--- src/logic/acc_pkg.sv ---
// Package of register map, field positions and states for the converter control block
package acc_pkg;
  localparam logic [7:0] ACC_CTRL_ADDR  = 8'hE8;
  localparam logic [7:0] ACC_CTRL_RESET = 8'h00;
  localparam int BIT_ENABLE  = 7;
  localparam int BIT_TRACK   = 6;
  localparam int BIT_DONE    = 5;
  localparam int BIT_BUSY    = 4;
  localparam int BIT_SRC_HI  = 3;
  localparam int BIT_SRC_LO  = 2;
  localparam int BIT_WINDOW  = 1;
  localparam int BIT_LJUST   = 0;
  localparam logic [1:0] SRC_SOFTWARE = 2'h0;
  localparam logic [1:0] SRC_TIMER3   = 2'h1;
  localparam logic [1:0] SRC_EXTERNAL = 2'h2;
  localparam logic [1:0] SRC_TIMER2   = 2'h3;
  localparam int RESULT_W = 10;
  localparam int SIGN_W   = 6;

  typedef enum logic [1:0] {
    ACC_IDLE    = 2'h0,
    ACC_CONVERT = 2'h1
  } acc_state_t;
endpackage

--- src/logic/acc_control.sv ---
// Converter control register, start selection, busy and completion flag, result justify
`timescale 1ns/100ps
`default_nettype none

module acc_control (
  // Clock and reset
  input  wire  logic                         clock,
  input  wire  logic                         rst,
  input  wire  logic                         clock_enable,
  // Special-function register port, bit writes arrive as byte writes
  input  wire  logic [7:0]                   sfr_addr,
  input  wire  logic                         sfr_write,
  input  wire  logic [7:0]                   sfr_wdata,
  output logic       [7:0]                   sfr_rdata,
  // Start sources
  input  wire  logic                         timer2_overflow,
  input  wire  logic                         timer3_overflow,
  input  wire  logic                         external_convert_start,
  // Converter core
  input  wire  logic                         core_done,
  input  wire  logic [acc_pkg::RESULT_W-1:0] core_result,
  input  wire  logic                         differential,
  input  wire  logic                         window_hit,
  output logic                               core_start,
  output logic                               core_shutdown,
  output logic                               core_track,
  // Result bytes
  output logic       [7:0]                   result_high_byte,
  output logic       [7:0]                   result_low_byte
);
  import acc_pkg::*;

  // Byte views of the result
  localparam int BYTE_W    = 8;
  localparam int HI_KEEP_W = RESULT_W - BYTE_W;
  localparam int LO_PAD_W  = (2 * BYTE_W) - RESULT_W;
  localparam int N_FLAGS   = 2;
  localparam int FLAG_POS [N_FLAGS] = '{BIT_DONE, BIT_WINDOW};

  // The result must spread over both data bytes, and padding must match sign width
  if ((RESULT_W <= BYTE_W) ||
      (RESULT_W > (2 * BYTE_W)) ||
      (SIGN_W != LO_PAD_W)) begin : g_bad_width
    $error("acc_control: result width does not fit the two data bytes");
  end

  typedef struct packed {
    logic [BYTE_W-1:0] ctrl;
    acc_state_t        state;
    logic              external_convert_start_d;
    logic [BYTE_W-1:0] res_hi;
    logic [BYTE_W-1:0] res_lo;
  } acc_regs_t;

  acc_regs_t          r;
  acc_regs_t          next_r;
  logic               ctrl_wr;
  logic               enabled;
  logic               stay_enabled;
  logic               track0;
  logic [1:0]         src;
  logic               sw_start;
  logic               hw_start;
  logic               start_req;
  logic               busy;
  logic               abort;
  logic               finish;
  logic [BYTE_W-1:0]  wr_ctrl;
  logic [N_FLAGS-1:0] kept_flag;
  logic               sign_bit;
  logic [BYTE_W-1:0]  fmt_hi;
  logic [BYTE_W-1:0]  fmt_lo;

  // Register decode
  assign ctrl_wr = sfr_write && (sfr_addr == ACC_CTRL_ADDR);
  assign enabled = r.ctrl[BIT_ENABLE];
  assign track0  = !r.ctrl[BIT_TRACK];
  assign src     = r.ctrl[BIT_SRC_HI:BIT_SRC_LO];
  assign busy    = (r.state == ACC_CONVERT);

  // A disabling write counts at once, so busy never reads 1 while off
  assign stay_enabled = ctrl_wr ? sfr_wdata[BIT_ENABLE] : enabled;

  // Source field in force before the write decides a software start
  assign sw_start = ctrl_wr && sfr_wdata[BIT_BUSY] && (src == SRC_SOFTWARE);

  // Track mode 1 delayed starts need the SAR clock, so Timer 2 starts are served in track mode 0 only; Timer 3 and external starts ignore the track bit
  always_comb begin
    case (src)
      SRC_TIMER3: begin
        hw_start = timer3_overflow;
      end
      SRC_EXTERNAL: begin
        hw_start = external_convert_start && !r.external_convert_start_d;
      end
      SRC_TIMER2: begin
        hw_start = timer2_overflow && track0;
      end
      default: begin
        hw_start = 1'b0;
      end
    endcase
  end

  // Starts while busy or off are dropped without trace
  assign start_req = enabled && stay_enabled && !busy && (sw_start || hw_start);

  // Conversion ends by abort or by the core's done pulse
  assign abort  = busy && !stay_enabled;
  assign finish = busy && stay_enabled && core_done;

  // Flags clear on a written 0 and keep on a written 1
  for (genvar g = 0; g < N_FLAGS; g++) begin : g_flag
    assign kept_flag[g] = r.ctrl[FLAG_POS[g]] & sfr_wdata[FLAG_POS[g]];
  end

  // Control byte as a write leaves it; busy is never stored
  always_comb begin
    wr_ctrl = sfr_wdata;
    wr_ctrl[BIT_BUSY] = 1'b0;
    for (int i = 0; i < N_FLAGS; i++) begin
      wr_ctrl[FLAG_POS[i]] = kept_flag[i];
    end
  end

  // Result formatting; the justify bit counts at the done edge
  assign sign_bit = differential & core_result[RESULT_W-1];
  always_comb begin
    if (r.ctrl[BIT_LJUST]) begin
      fmt_hi = core_result[RESULT_W-1:RESULT_W-BYTE_W];
      fmt_lo = {core_result[HI_KEEP_W-1:0], {LO_PAD_W{1'b0}}};
    end else begin
      fmt_hi = {{SIGN_W{sign_bit}}, core_result[RESULT_W-1:BYTE_W]};
      fmt_lo = core_result[BYTE_W-1:0];
    end
  end

  // Next state; a hardware flag set lands after the write so the set wins
  always_comb begin
    next_r          = r;
    next_r.external_convert_start_d = external_convert_start;
    if (ctrl_wr) begin
      next_r.ctrl = wr_ctrl;
    end
    case (r.state)
      ACC_IDLE: begin
        if (start_req) begin
          next_r.state = ACC_CONVERT;
        end
      end
      ACC_CONVERT: begin
        if (abort) begin
          next_r.state = ACC_IDLE;
        end else if (finish) begin
          next_r.state = ACC_IDLE;
          next_r.ctrl[BIT_DONE] = 1'b1;
          if (window_hit) begin
            next_r.ctrl[BIT_WINDOW] = 1'b1;
          end
          next_r.res_hi = fmt_hi;
          next_r.res_lo = fmt_lo;
        end
      end
      default: begin
        next_r.state = ACC_IDLE;
      end
    endcase
  end

  // State register; clock enable low freezes everything
  always_ff @(posedge clock or posedge rst) begin
    if (rst) begin
      r <= '{ctrl: ACC_CTRL_RESET, state: ACC_IDLE, external_convert_start_d: 1'b0,
             res_hi: '0, res_lo: '0};
    end else if (clock_enable) begin
      r <= next_r;
    end
  end

  // Status read; busy is the live state, not a stored bit
  always_comb begin
    sfr_rdata = r.ctrl;
    sfr_rdata[BIT_BUSY] = busy;
  end

  // Core side
  assign core_start    = start_req && clock_enable;
  assign core_shutdown = !enabled;
  assign core_track    = enabled && !busy && track0;

  // Result bytes
  assign result_high_byte = r.res_hi;
  assign result_low_byte  = r.res_lo;
endmodule // acc_control

`default_nettype wire

--- config.mk ---
export PLATFORM = sky130hd
export DESIGN_NAME = acc_control
export DESIGN_NICKNAME = d
export VERILOG_FILES = /design/src/logic/acc_pkg.sv /design/src/logic/acc_control.sv
export SDC_FILE = /design/constraint.sdc
export NUM_CORES = 1
export LEC_CHECK = 0
export BUFFER_PORTS_ARGS = -buffer_cell sky130_fd_sc_hd__clkbuf_2
export CAP_MARGIN = 25
export CORE_ASPECT_RATIO = 0.7
export CORE_MARGIN = 3
export CORE_UTILIZATION = 47
export CTS_BUF_LIST = sky130_fd_sc_hd__clkbuf_16
export CTS_CLUSTER_SIZE = 12
export DETAILED_ROUTE_END_ITERATION = 7
export PLACE_DENSITY_LB_ADDON = 0.25
export SLEW_MARGIN = 30
export SYNTH_ARGS = -nofsm -noshare
export SYNTH_HDL_FRONTEND = slang
export SYNTH_SLANG_ARGS = --single-unit
--- constraint.sdc ---
create_clock -name clock -period 1.9 [get_ports clock]
set_input_delay 0.38 -clock clock [delete_from_list [all_inputs] [get_ports clock]]
set_output_delay 0.38 -clock clock [all_outputs]
set_load 0.05 [all_outputs]
==> flow_summary.ini <==
[status]
status = finished, final reports clean

[synthesis]
synth_compound_area_frac = 0.0379
ys_ff_latch = 25
syn_nets = 163
syn_avg_cell_area_um2 = 11.4
synthSimpleGateAreaFrac = 0.137
synth_xor_xnor_area_share = 0
synth_area_um2 = 1450
ys_types = 23
syn_inst = 127
yosysSeqAreaShare = 0.431
synth_top_family_by_area = multiplexers
yosysWarnings = 0
muxShareOfSynthArea = 0.237
synthAdderAreaFrac = 0

[finish]
multi_input_area_um2 = 603
diodes = 0
fin_cells = 205
n_fill_cell = 240
drive_above_1_share = 0.592
area_delta_synth_final_pct = 18.3
regArea_um2 = 626
final_area_um2 = 1720
layout_common_cells = 61 x clkbuf_2, 25 x dfrtp_1, 19 x mux2_2
nets = 206
layout.cells.most_common = clkbuf_2

[critical_path]
cp.arrival_ns = 1.45
cp-end-kind = output pin
critPathMaxStageDelay_ns = 0.42
cp_slowest_cell = dfrtp_1
crit_required_ns = 1.52
cp_top_family = compound AO/OA/AOI/OAI gates
critPathLaunchType = flop
worstSetupPathType = flop to output pin
worst-path-buf-inv = 1
worstPathCellList = nand2b_1 > a31oi_1 > o221a_2 > buf_6
crit_fanout = 6

[clocking]
insertion_delay_ns = 0.25
cts_inserted_buffers = 3
cts_tree = done
path_clk_slew_ns = 0.06
htree_levels = 1
clockBufferDepth = 2
clock-sinks = 25
cts_hold_buf = 0
cts_root_buf = clkbuf_16

[timing]
maxSlewViolCount = 0
fin_crit_sh = 0.962
period_needed_ns = 1.83
setup_tns_ns = 0
hold_viol = 0
skew_ns = 0.00212
fmax_mhz = 547
worst_pin_slew_ns = 0.549
setup_viol = 0
slew-limit-headroom = 0.634

[detailed_routing]
wl_mm = 2.82
wire_per_inst_um = 13.7
ant_nets = 0
first_pass_iters = 4
vias = 1018
viasPerCell = 4.97
first_iter_violations = 30
drc = 0

[power]
power_frac_clock = 0.406
powerDensity_nw_per_um2 = 640
p_sw_uw = 230
p_seq_frac = 0.495
combPwrFrac = 0.099
vdd_drop_max_v = 0.000411
leakagePower_uw = 0.000997
p_int_uw = 869
swShare = 0.209

[floorplanning]
io_pins = 63
die_w_um = 72.4
core_um2 = 2860
die_y_um = 52.5
rows = 16
fp.dieArea_um2 = 3800
start_util = 0.507

[grt]
first_global_vias = 1038
grt_antenna_before_repair = 0
grt_pass1_wl_mm = 4.46
grt_overflow = 0
grt_usage = 0.153
grt_start_max_net_pins = 26

[placed_design]
dp_hpwl_mm = 2.27
place_congestion = 0.721
placedInstanceArea_um2 = 1620
io_buffers = 62
dp.cells = 199

[flow_run]
drv_cap = 0

[worst_hold_path]
hold_path.class = primary input to async pin
layout make-up:
type / count / area share
clock buffer: 3 / 0.0437
multi-input combinational: 69 / 0.351
sequential: 25 / 0.364
tap: 36 / 0.0262
clock inverter: 1 / 0.00218
inverter: 5 / 0.0109
timing repair buffer: 66 / 0.202
flip-flops by register name, indices dropped and copies added (netlist names):
register / flops
r: 2
result_high_byte: 8
result_low_byte: 8
sfr_rdata: 7
per-stage QoR:
step / setup WS, ns / utilization / total power [uW] / hold WS, ns
2_1_floorplan: 0.197 / - / 610 / 0.407
3_3_place_gp: 0.173 / 0.565 / 659 / 0.422
3_5_place_dp: 0.111 / 0.565 / 663 / 0.431
4_1_cts: 0.0291 / 0.594 / 1120 / 0.156
5_1_grt: -0.00476 / 0.600 / 1160 / 0.179
6_report: 0.0719 / 0.600 / 1100 / 0.148
worst reg2reg max path, stage by stage (launching register included):
cell and delay, ns:
dfrtp_1 0.69, mux2_2 0.40, mux2_2 0.26
cells in the mapped netlist (all sizes together):
master | number | share of area
a31oi | 1 | 0.0043
o221a | 1 | 0.0078
mux2 | 27 | 0.23
nand3b | 3 | 0.016
and4 | 2 | 0.012
clkbuf | 2 | 0.0052
nand4 | 3 | 0.013
nand3 | 1 | 0.0069
dfrtp | 25 | 0.43
nand2b | 1 | 0.0043
nor3 | 2 | 0.015
o21bai | 1 | 0.0052
a311o | 1 | 0.0069
and2b | 1 | 0.0052
inv | 5 | 0.013
mux2i | 1 | 0.0069
buf | 26 | 0.14
nand2 | 12 | 0.031
nor2b | 8 | 0.034
o21ai | 4 | 0.014
routing by layer:
metal | GRT usage | part of all wire | routed length [um]
met3 | 0.0498 | 0.056 | 157
met1 | 0.186 | 0.46 | 1290
met2 | 0.255 | 0.47 | 1320
met5 | 0 | 0 | 0
met4 | 0.0552 | 0.020 | 55
path summary, 6_finish.rpt:
kind	from	cells past startpoint	endpoint	slack, ns
setup / recovery	sfr_rdata[3]$_DFFE_PP0P_	4	core_start	0.07
hold / removal	rst	3	sfr_rdata[6]$_DFFE_PP0P_	0.15
setup reg to reg	sfr_rdata[0]$_DFFE_PP0P_	2	result_high_byte[1]$_DFFE_PP0P_	0.44
hold reg to reg	result_high_byte[6]$_DFFE_PP0P_	1	result_high_byte[6]$_DFFE_PP0P_	0.51
max in group asynchronous	rst	3	result_low_byte[1]$_DFFE_PP0P_	1.51
min in group clock	sfr_wdata[3]	2	sfr_rdata[3]$_DFFE_PP0P_	0.36
repair_timing:
item                                    in CTS  in global routing
resized for setup                            1                  2
endpoints found under the setup margin       1                  1
pin swaps                                    0                  1
setup buffers                                0                  2
power groups by stage:
stage / sequential (uW) / clock [uW] / combinational, uW
2_1_floorplan: 550 / 0 / 59.7
3_3_place_gp: 554 / 0 / 105
3_5_place_dp: 554 / 0 / 109
4_1_cts: 544 / 467 / 109
5_1_grt: 544 / 494 / 121
6_report: 544 / 446 / 109
kinds of logic after synthesis:
kind of cell           count (synthesis)
muxes                                 28
AOI/OAI and AO/OA                      8
DFF                                   25
buffers and inverters                 33
and+or+nand+nor                       33
Note: power is estimated with default switching activity, not from simulation.
